**src/hw/ufi_pkg.sv**
```systemverilog
// Shared constants and carriers for the endpoint done-interrupt block.
// Assumes a single core clock; the serial engine sits on the same clock.
package ufi_pkg;

	// ------------------------------------------------------------
	// Sizes
	// ------------------------------------------------------------
	localparam int NUM_EP = 6;
	localparam int FLAG_W = 2 * NUM_EP;
	localparam int LO_W = 8;
	localparam int HI_W = 4;
	localparam int EPC_W = 6;

	// ------------------------------------------------------------
	// Register offsets
	// ------------------------------------------------------------
	localparam logic [7:0] OFS_ENABLE_LO = 8'hA2;
	localparam logic [7:0] OFS_ENABLE_HI = 8'hA3;
	localparam logic [7:0] OFS_IRQ_EN2 = 8'hA8;
	localparam logic [7:0] OFS_FLAGS_LO = 8'hC0;
	localparam logic [7:0] OFS_FLAGS_HI = 8'hC1;
	localparam logic [7:0] OFS_EPCTL_BASE = 8'hD0;

	// ------------------------------------------------------------
	// Field positions
	// ------------------------------------------------------------
	localparam int BIT_GLOBAL_ON = 7;
	localparam int EPC_RX_ON = 0;
	localparam int EPC_TX_ON = 1;
	localparam int EPC_RX_ALLOW = 2;
	localparam int EPC_TX_ALLOW = 3;
	localparam int EPC_RX_STALL = 4;
	localparam int EPC_TX_STALL = 5;

	// ------------------------------------------------------------
	// Reset values
	// ------------------------------------------------------------
	localparam logic [FLAG_W-1:0] FLAGS_RESET = 12'h000;
	localparam logic [FLAG_W-1:0] ENABLE_RESET = 12'h000;
	localparam logic [EPC_W-1:0] EPCTL_RESET = 6'h00;
	localparam logic GLOBAL_RESET = 1'b0;

	// Token kind of the finished transaction.
	typedef enum logic [1:0] {
		UFI_TOK_OUT = 2'b00,
		UFI_TOK_IN = 2'b01,
		UFI_TOK_SETUP = 2'b10,
		UFI_TOK_OTHER = 2'b11
	} ufi_tok_t;

	// One-cycle summary of a finished transaction from the serial engine.
	typedef struct packed {
		logic valid;
		logic [2:0] ep;
		ufi_tok_t tok;
		logic iso;
		logic rx_pkt_ok;
		logic pid_seq_err;
		logic tx_sent;
		logic tx_ack;
		logic timeout;
	} ufi_engine_evt_t;

	// Register port request.
	typedef struct packed {
		logic [7:0] addr;
		logic [7:0] wdata;
		logic wr;
		logic rd;
	} ufi_bus_req_t;

endpackage

```
**src/hw/ufi_evt_qualify.sv**
```systemverilog
// Decides which done flags a finished transaction sets.
// Assumes the event is a one-cycle pulse on the core clock.
`timescale 1ns/1ps
module ufi_evt_qualify import ufi_pkg::*; #(
	parameter int N_EP = 6
) (
	// Transaction summary and endpoint controls.
	input wire ufi_engine_evt_t i_evt,
	input wire logic [N_EP*EPC_W-1:0] i_epctl,
	// Per-endpoint set requests.
	output logic [N_EP-1:0] o_rx_set,
	output logic [N_EP-1:0] o_tx_set
);

	// ------------------------------------------------------------
	// Per-endpoint qualification
	// ------------------------------------------------------------
	for (genvar k = 0; k < N_EP; k++) begin : g_ep
		wire [EPC_W-1:0] c = i_epctl[k*EPC_W +: EPC_W];
		// Isochronous traffic never reaches a flag.
		wire hit = i_evt.valid & ~i_evt.iso & (i_evt.ep == 3'(k));
		wire is_setup = i_evt.tok == UFI_TOK_SETUP;
		wire rx_tok = is_setup | (i_evt.tok == UFI_TOK_OUT);
		// A SETUP ignores the receive allow and stall bits.
		wire rx_gate = is_setup | (c[EPC_RX_ALLOW] & ~c[EPC_RX_STALL]);
		wire tx_gate = c[EPC_TX_ON] & c[EPC_TX_ALLOW] & ~c[EPC_TX_STALL];
		// Line errors still set the flag; a sequence error or a missing packet (rx_pkt_ok low) blocks it.
		assign o_rx_set[k] = hit & rx_tok & c[EPC_RX_ON] & rx_gate
			& i_evt.rx_pkt_ok & ~i_evt.pid_seq_err;
		assign o_tx_set[k] = hit & (i_evt.tok == UFI_TOK_IN) & tx_gate
			& i_evt.tx_sent & (i_evt.tx_ack | i_evt.timeout);
	end

endmodule // ufi_evt_qualify

```
**src/hw/ufi_bit_bank.sv**
```systemverilog
// A bank of bits written by software and set by hardware.
// Assumes write mask and set vector are on the core clock.
`timescale 1ns/1ps
module ufi_bit_bank #(
	parameter int W = 12,
	parameter logic [W-1:0] RST = '0
) (
	// Clock and reset.
	input wire logic i_clk,
	input wire logic i_rst,
	// Hardware sets and software writes.
	input wire logic [W-1:0] i_set,
	input wire logic [W-1:0] i_wr_mask,
	input wire logic [W-1:0] i_wr_val,
	// Stored bits.
	output logic [W-1:0] o_q
);

	logic [W-1:0] q_reg;
	logic [W-1:0] q_next;

	// A set in the same cycle as a clearing write wins, so no event is lost.
	assign q_next = (q_reg & ~i_wr_mask) | (i_wr_val & i_wr_mask) | i_set;

	// Storage.
	always_ff @(posedge i_clk or posedge i_rst) begin
		if (i_rst) begin
			q_reg <= RST;
		end else begin
			q_reg <= q_next;
		end
	end

	assign o_q = q_reg;

endmodule // ufi_bit_bank

```
**src/hw/ufi_func_irq.sv**
```systemverilog
// Endpoint receive-done and transmit-done flags, enables and request.
// Assumes the serial engine and the register master share i_clk.
//
// Operation
// - Receive-done needs a valid SETUP or OUT token to that endpoint.
// - Receive-done needs the endpoint reception enable set.
// - OUT needs receive allow set and receive stall clear; SETUP bypasses.
// - Receive-done sets on packet without timeout despite CRC or FIFO errors.
// - A data sequence PID error blocks receive-done.
// - Isochronous traffic never sets receive-done.
// - Transmit-done needs a valid IN token to that endpoint.
// - Transmit-done needs the endpoint transmission enable set.
// - Transmit-done needs transmit allow set and transmit stall clear.
// - Transmit-done needs a loaded packet sent for the IN token.
// - Transmit-done sets on host ACK or engine timeout.
// - Isochronous traffic never sets transmit-done.
// - A flag interrupts only while its enable is set; it still reads back.
// - Hardware only sets flags; firmware clears by writing; flags stay pending.
// - Firmware writing one sets a flag like hardware, raising the interrupt.
// - Low flag register: endpoints 3..0, receive above transmit.
// - High flag register: bits 7:4 reserved, zero; bits 3:0 endpoints 5,4.
// - High enable register: bits 7:4 reserved; bits 3:0 endpoints 5,4.
// - Low enable register mirrors the low flag register layout.
// - The global function enable gates every endpoint interrupt.
//
// The implementer's own choice: the strobed register port.
`timescale 1ns/1ps
module ufi_func_irq import ufi_pkg::*; (
	// Clock and reset.
	input wire logic i_clk,
	input wire logic i_rst,
	// Register port.
	input wire ufi_bus_req_t i_bus,
	output logic [7:0] o_rdata,
	// Serial engine transaction summary.
	input wire ufi_engine_evt_t i_engine_evt,
	// Function interrupt request.
	output logic o_irq
);

	// ------------------------------------------------------------
	// Address decode
	// ------------------------------------------------------------

	// True when the address falls on one of the endpoint control slots.
	function automatic logic is_epctl(input logic [7:0] a);
		return (a >= OFS_EPCTL_BASE) && (a < OFS_EPCTL_BASE + 8'(NUM_EP));
	endfunction

	// Endpoint number behind an endpoint control address.
	function automatic logic [2:0] epctl_idx(input logic [7:0] a);
		logic [7:0] d;
		d = a - OFS_EPCTL_BASE;
		return d[2:0];
	endfunction

	// Register hits, shared by the write and read paths.
	wire hit_en_lo = i_bus.addr == OFS_ENABLE_LO;
	wire hit_en_hi = i_bus.addr == OFS_ENABLE_HI;
	wire hit_glob = i_bus.addr == OFS_IRQ_EN2;
	wire hit_fl_lo = i_bus.addr == OFS_FLAGS_LO;
	wire hit_fl_hi = i_bus.addr == OFS_FLAGS_HI;
	wire hit_epc = is_epctl(i_bus.addr);
	wire [2:0] epc_sel = epctl_idx(i_bus.addr);

	// Write strobes per register.
	wire wr_en_lo = i_bus.wr & hit_en_lo;
	wire wr_en_hi = i_bus.wr & hit_en_hi;
	wire wr_glob = i_bus.wr & hit_glob;
	wire wr_fl_lo = i_bus.wr & hit_fl_lo;
	wire wr_fl_hi = i_bus.wr & hit_fl_hi;

	// ------------------------------------------------------------
	// Endpoint control registers
	// ------------------------------------------------------------

	// One control word per endpoint; it qualifies the engine events.
	logic [EPC_W-1:0] epctl_reg [NUM_EP];
	logic [NUM_EP*EPC_W-1:0] epctl_vec;

	for (genvar k = 0; k < NUM_EP; k++) begin : g_epctl
		wire wr_k = i_bus.wr & hit_epc & (epc_sel == 3'(k));
		// Only the defined control bits are kept; upper data bits are dropped.
		always_ff @(posedge i_clk or posedge i_rst) begin
			if (i_rst) begin
				epctl_reg[k] <= EPCTL_RESET;
			end else if (wr_k) begin
				epctl_reg[k] <= i_bus.wdata[EPC_W-1:0];
			end
		end
		assign epctl_vec[k*EPC_W +: EPC_W] = epctl_reg[k];
	end

	// ------------------------------------------------------------
	// Global function enable
	// ------------------------------------------------------------
	logic global_reg;

	// Single gate bit in the second interrupt enable register.
	always_ff @(posedge i_clk or posedge i_rst) begin
		if (i_rst) begin
			global_reg <= GLOBAL_RESET;
		end else if (wr_glob) begin
			global_reg <= i_bus.wdata[BIT_GLOBAL_ON];
		end
	end

	// ------------------------------------------------------------
	// Event qualification
	// ------------------------------------------------------------
	logic [NUM_EP-1:0] rx_set;
	logic [NUM_EP-1:0] tx_set;
	logic [FLAG_W-1:0] flag_set;

	ufi_evt_qualify #(
		.N_EP(NUM_EP)
	) u_qualify (
		.i_evt(i_engine_evt),
		.i_epctl(epctl_vec),
		.o_rx_set(rx_set),
		.o_tx_set(tx_set)
	);

	// Interleave so each endpoint owns a receive bit above a transmit bit.
	for (genvar k = 0; k < NUM_EP; k++) begin : g_pack
		assign flag_set[2*k+1] = rx_set[k];
		assign flag_set[2*k] = tx_set[k];
	end

	// ------------------------------------------------------------
	// Flags and enables
	// ------------------------------------------------------------

	// The high register only holds four bits; reserved writes fall away.
	wire [FLAG_W-1:0] wr_val = {i_bus.wdata[HI_W-1:0], i_bus.wdata};
	wire [FLAG_W-1:0] fl_mask = {{HI_W{wr_fl_hi}}, {LO_W{wr_fl_lo}}};
	wire [FLAG_W-1:0] en_mask = {{HI_W{wr_en_hi}}, {LO_W{wr_en_lo}}};
	logic [FLAG_W-1:0] flags_q;
	logic [FLAG_W-1:0] en_q;

	// Firmware writes store directly, so writing one sets a flag for test.
	ufi_bit_bank #(
		.W(FLAG_W),
		.RST(FLAGS_RESET)
	) u_flags (
		.i_clk(i_clk),
		.i_rst(i_rst),
		.i_set(flag_set),
		.i_wr_mask(fl_mask),
		.i_wr_val(wr_val),
		.o_q(flags_q)
	);

	// Enables share the layout of the flags; hardware never sets them.
	ufi_bit_bank #(
		.W(FLAG_W),
		.RST(ENABLE_RESET)
	) u_enables (
		.i_clk(i_clk),
		.i_rst(i_rst),
		.i_set('0),
		.i_wr_mask(en_mask),
		.i_wr_val(wr_val),
		.o_q(en_q)
	);

	// ------------------------------------------------------------
	// Interrupt request
	// ------------------------------------------------------------

	// Disabled flags still show in the flag registers but raise nothing.
	wire [FLAG_W-1:0] live = flags_q & en_q;
	wire irq_next = global_reg & (|live);
	logic irq_reg;

	// Registered so the output is glitch free; costs one cycle of latency.
	always_ff @(posedge i_clk or posedge i_rst) begin
		if (i_rst) begin
			irq_reg <= 1'b0;
		end else begin
			irq_reg <= irq_next;
		end
	end

	assign o_irq = irq_reg;

	// ------------------------------------------------------------
	// Read path
	// ------------------------------------------------------------

	// Reserved high bits read as zero.
	wire [7:0] rd_glob = {7'h00, global_reg} << BIT_GLOBAL_ON;
	wire [7:0] rd_epc = is_epctl(i_bus.addr) ? {2'b00, epctl_reg[epc_sel]} : 8'h00;
	wire [7:0] rd_val =
		hit_en_lo ? en_q[LO_W-1:0] :
		hit_en_hi ? {4'h0, en_q[FLAG_W-1:LO_W]} :
		hit_glob ? rd_glob :
		hit_fl_lo ? flags_q[LO_W-1:0] :
		hit_fl_hi ? {4'h0, flags_q[FLAG_W-1:LO_W]} :
		rd_epc;
	logic [7:0] rdata_reg;

	// Read data stands only in the cycle after the strobe; unmapped reads zero.
	always_ff @(posedge i_clk or posedge i_rst) begin
		if (i_rst) begin
			rdata_reg <= 8'h00;
		end else begin
			rdata_reg <= i_bus.rd ? rd_val : 8'h00;
		end
	end

	assign o_rdata = rdata_reg;

	// Selected endpoint control word; guarded against out-of-range numbers.
	wire ev_ep_ok = i_engine_evt.ep < 3'(NUM_EP);
	wire [EPC_W-1:0] ev_ctl = ev_ep_ok ? epctl_reg[i_engine_evt.ep] : '0;
endmodule // ufi_func_irq

```
**config.mk**
```make
export PLATFORM = sky130hd
export DESIGN_NAME = ufi_func_irq
export DESIGN_NICKNAME = d
export VERILOG_FILES = /design/src/hw/ufi_pkg.sv /design/src/hw/ufi_evt_qualify.sv /design/src/hw/ufi_bit_bank.sv /design/src/hw/ufi_func_irq.sv
export SDC_FILE = /design/constraint.sdc
export NUM_CORES = 1
export LEC_CHECK = 0
export BUFFER_PORTS_ARGS = -buffer_cell sky130_fd_sc_hd__buf_2
export CAP_MARGIN = 0
export CORE_AREA = 2 2 93 95
export CTS_BUF_LIST = sky130_fd_sc_hd__clkbuf_2
export CTS_CLUSTER_SIZE = 12
export DETAILED_ROUTE_END_ITERATION = 10
export DIE_AREA = 0 0 95 97
export PLACE_DENSITY_LB_ADDON = 0.12
export SYNTH_ARGS = -nofsm -noshare
export SYNTH_HDL_FRONTEND = slang
export SYNTH_SLANG_ARGS = --single-unit
```
**constraint.sdc**
```tcl
create_clock -name i_clk -period 2.2 [get_ports i_clk]
set_clock_uncertainty 0.1 [all_clocks]
set_input_delay 0 -clock i_clk [delete_from_list [all_inputs] [get_ports i_clk]]
set_output_delay 0 -clock i_clk [all_outputs]
set_load 0.01 [all_outputs]
```
---- Word-level counts from Yosys, hierarchy flattened ----
Cells that the tools add are included.
W data, S select, Z words.
storage, ports and cells
  register bits after elaboration ......... 70
  input port bits ......................... 32
  output and inout port bits .............. 9
  logic and storage cells ................. 172
cells by class
  add/subtract/negate cells ............... 1
  $lt $le $gt $ge ......................... 3
  eq/ne operators ......................... 17
  muxes and demuxes ....................... 10
  bitwise operators ....................... 125
  reductions and logical operators ........ 5
operators with widths
  operator               number
  $and A1 B1 Y1          92
  $and A12 B12 Y12       5
  $eq A8 B8 Y1 const B   5
  $mux W8                5
  $or A12 B12 Y12        3
  $mux W6                4
  $not A12 Y12           2
  $bmux W6 S3            1
  $not A1 Y1             14
  $eq A3 B2 Y1 const B   4
  $eq A3 B3 Y1 const B   4
  $reduce_or A12 Y1      1
  $ge A8 B8 Y1 const B   1
  $lt A8 B8 Y1 const B   1
  $or A1 B1 Y1           8
  $eq A3 B1 Y1 const B   2
  $logic_not A3 Y1       2
  $ge A4 B4 Y1 const B   1
  $not A3 Y4             1
  $sub A3 B1 Y3 const B  1
  $eq A2 B1 Y1 const B   1
  $eq A2 B2 Y1 const B   1
  $logic_not A2 Y1       1
  $logic_and A1 B1 Y1    1

---- Depth between registers and ports, before layout ----
  depth after elaboration ................. 12
  gate-level depth with buffers ........... 6
  gate-level depth less buffers ........... 4

---- Modules after synthesis ----
Synthesis repeated with hierarchy kept, for this count alone.
unflattened totals
  cells, all modules ...................... 312
  area, all modules ....................... 3778.6 um^2
modules (own cells, without submodules)
  module           times used  cells an instance  area each (um^2)  sequential area each (um^2)
  ufi_func_irq     1           199                2488.6            1151.1
  ufi_bit_bank     2           37                 484.2             300.3
  ufi_evt_qualify  1           39                 321.6             0.0

---- Worst setup path before layout ----
Ideal clock, no wire load.
  path type ............................... input to register
  from .................................... input port i_bus[12] (netlist name)
  to ...................................... register (tool-made name)
  library setup time ...................... 0.125 ns
  arrival time ............................ 1.326 ns
  data required time ...................... 1.975 ns
  path slack .............................. 0.650 ns
  stages .................................. 5
  path buffers ............................ 1
  cell sequence ........................... buf_4 nor4b_4 nand3_4 nor3b_4 mux2_2
RTL lines
  element             RTL line            text
  start: declaration  ufi_func_irq.sv:33  input wire ufi_bus_req_t i_bus,

---- Worst setup path in the final report ----
  from .................................... input port i_engine_evt[2] (netlist name)
  to ...................................... register u_flags.q_reg[2] (netlist: u_flags.o_q[2])
on the way
  cells in the longest elaborated chain, start to end .. 3
ends and longest elaborated chain
  element                      RTL line               text
  start: declaration           ufi_func_irq.sv:36     input wire ufi_engine_evt_t i_engine_evt,
  $and A1 B1 Y1 (2 in series)  ufi_evt_qualify.sv:31  & i_evt.tx_sent & (i_evt.tx_ack | i_evt.timeout);
  $or A12 B12 Y12              ufi_bit_bank.sv:23     assign q_next = (q_reg & ~i_wr_mask) | (i_wr_val & i_wr_mask) | i_set;
  named net u_flags.q_next[2]  ufi_bit_bank.sv:20     logic [W-1:0] q_next;
  end signal: assignment       ufi_bit_bank.sv:30     q_reg <= q_next;
  end: declaration             ufi_bit_bank.sv:19     logic [W-1:0] q_reg;
The timed path passes the listed nets, and every way through them passes these cells.
A chain may end at the register's enable or synchronous reset.

==> run metrics <==
first-pass GRT wire length=~16 mm; wire per inst=19.88 um; switching part of the total=0.2855; FF-to-FF End=u_flags.o_q[5]; fraction of registers with async set/reset=1.000; final hold vios=0; Clock power frac=0.258; synthesis-stage register bit count=70; Hold Path Class=in2reg; P per Cell Area=a little over 500 nW/um^2; vias in the first global route=a little under 3,000; Die X=between 90 and 100 um; # port buffers=40; worst r2r path cells=5; Slew Limit Fails=0; Synth area leader=dfrtp_1; Max-slew headroom=0.6390; Setup-failing EPs final=0; Switching Power=about 650 uW; reg2reg start=epctl_reg[20]; worst hold stages=4; Starting DRT DRC Count=147; setup TNS=0 ps; core area=approximately 8100 sq um; GPL Wtd Cong=a little under 0.9; initial antenna violation count=0; # IOs=between 40 and 50; Reg clk slew, reported paths=180 ps; Top Usage Layer GRT=met2; post-synthesis sequential area ratio=0.4818; CP arrival=2560 ps; Hold Crit Endpoint=u_flags.o_q[1]; most common cell in the netlist=dfrtp_1; Yosys cell types=45; Syn Inst Count=between 300 and 400; met3 usage=0.04050; Syn Nets=roughly 340; Overall Global Routing Usage=0.2329; final setup margin=about 4.6 ps; Reg power frac=0.610; drt pass-1 iters=4; H-tree depth=3; mapped cell area=3636 sq um; row cnt=33; Die ar.=9215 sq um; max-cap violations=0; number of enable flip-flop cells after synthesis=0; R2R Setup Slk=110 ps; Synth area leaders=dfrtp_1 48%, mux2_2 15%, nor2b_1 4.0%; WHS=44.57 ps; internal power=around 1600 uW; Antenna Violating Nets Remaining=0; Worst VDD drop=around 0.22 mV; largest net degree at the start of global routing=between 70 and 80; Diodes inserted=0; routed wire length=9.859 mm; top_reg_cell synth=dfrtp_1; fin crit period=2195 ps; Tcrit/Tclk final=0.9979; clock buffer depth=2; total grt overflow=0; worst-skew pair later-pin latency=between 500 and 600 ps; most frequent cells after synthesis=70 x dfrtp_1, 49 x mux2_2, 23 x nor2b_1; Post-Syn Area per Cell=11.84 sq um; Synth warnings=0; M1 GR Usage=0.3220; CTS tree=done; Combinational Power Share=0.132; dpl hpwl=roughly 7 mm; Startpoint Class=input port; Root Buffer=clkbuf_2; Via density=about 5.8; RSZ-0062 raised after global routing=false; critical path required time=2570 ps; via count=approximately 2,900; layout cell share with drive strength beyond 1=0.3146; Max Clk Rate=~460 MHz; pre-CTS setup slack=between 200 and 300 ps; outcome=complete, no violations; Global Route met2 Usage=0.3584; Nets=approximately 420; die height=between 90 and 100 um; CTS Buf Count=9; Lkg Pwr=around 0.0021 uW; hold path startpoint=i_engine_evt[11]; starting density of the core=0.4470; Setup crit end kind=flip-flop; worst setup path class=in2reg; worst-margin pin slew=540.8 ps; CTS sink count=70; area grow syn2layout=21.40%; # DRC=0; Crit Path Max Fanout=3; top cell type's share of synthesized area=0.4818
==> cell families after synthesis <==
logic type      Yosys count  share of synthesized area
simple gates             97                     0.1703
flops                    70                     0.4818
mux                      69                     0.2275
compound gates           50                    0.09532
buf+inv                  21                    0.02512
==> metal layers <==
| metal | wire (um) | part of all wire | up-vias |
|---|---|---|---|
| met4 | 329 | 0.033 | 0 |
| li1 | - | - | 1329 |
| met3 | 500 | 0.051 | 23 |
| met2 | 4614 | 0.47 | 96 |
| met1 | 4416 | 0.45 | 1439 |
| met5 | 0 | 0 | - |
==> worst max-delay path by stage <==
stage | start | endpoint | slack (ps) | cells past startpoint
after floorplan | i_rst | async pin | 330 | 1
after global placement | i_bus[14] | flip-flop | 280 | 5
after detailed placement | i_bus[14] | flip-flop | 270 | 5
after CTS | i_engine_evt[6] | u_flags.o_q[5] | 20 | 7
after global routing | epctl_reg[3] | u_flags.o_q[10] | 3 | 5
final | i_engine_evt[2] | u_flags.o_q[2] | 5 | 7
==> repair_timing <==
action                                  4_1_cts  5_1_grt
endpoints found under the hold margin       139        1
endpoints found under the setup margin        0        3
hold buffers                                 37        1
buffers inserted                              0        2
resized for setup                             0        1
==> through the flow <==
step	utilization	power [uW]	cell area, sq um	cells
global placement	0.4841	1663	3938	440
finish	0.5427	2277	4414	496
detailed placement	0.4841	1667	3938	440
floorplan	-	1552	3636	307
global route	0.5427	2399	4414	496
CTS	0.5393	2293	4387	493
==> worst max-delay path, cell delays in order <==
cell and delay [ps]:
dlygate4sd3_1 520, buf_2 100, o211ai_1 120, dlygate4sd3_1 640, or4_1 540, nand3_1 100, dlygate4sd3_1 550
==> cells in the final DEF (no fill, tap or decap), types with 3 or more instances in the layout <==
| cell | netlist | layout |
|---|---|---|
| a21oi_1 | 9 | 9 |
| a221oi_1 | 7 | 7 |
| a22o_1 | 3 | 3 |
| and3_1 | 3 | 3 |
| buf_2 | 7 | 40 |
| buf_4 | 1 | 5 |
| clkbuf_2 | 0 | 10 |
| clkinv_1 | 0 | 3 |
| dfrtp_1 | 70 | 70 |
| dlygate4sd3_1 | 0 | 38 |
| inv_1 | 5 | 4 |
| mux2_2 | 49 | 49 |
| mux2i_1 | 14 | 14 |
| mux4_2 | 6 | 6 |
| nand2_1 | 10 | 10 |
| nand3_1 | 14 | 14 |
| nand3b_1 | 4 | 4 |
| nand4_1 | 7 | 7 |
| nor2_1 | 10 | 10 |
| nor2b_1 | 23 | 22 |
| nor3_1 | 5 | 5 |
| o211ai_1 | 5 | 5 |
| o21ai_0 | 13 | 13 |
| o32ai_1 | 4 | 4 |
==> final cells by class <==
type	count	area, sq um
Inverter	5	18.77
Clock buffer	10	50.05
Tap cell	105	131.4
Sequential cell	70	1752
Fill cell	713	3720
Multi-Input combinational cell	216	1795
Clock inverter	6	28.78
Timing Repair Buffer	84	638.1
==> power groups by stage <==
stage	combinational, uW	clock, uW	sequential (uW)
6_report	300	587	1390
5_1_grt	328	673	1400
4_1_cts	298	606	1390
3_5_place_dp	254	0	1410
3_3_place_gp	250	0	1410
2_1_floorplan	160	0	1390
Power figures use the tool's default switching activity.
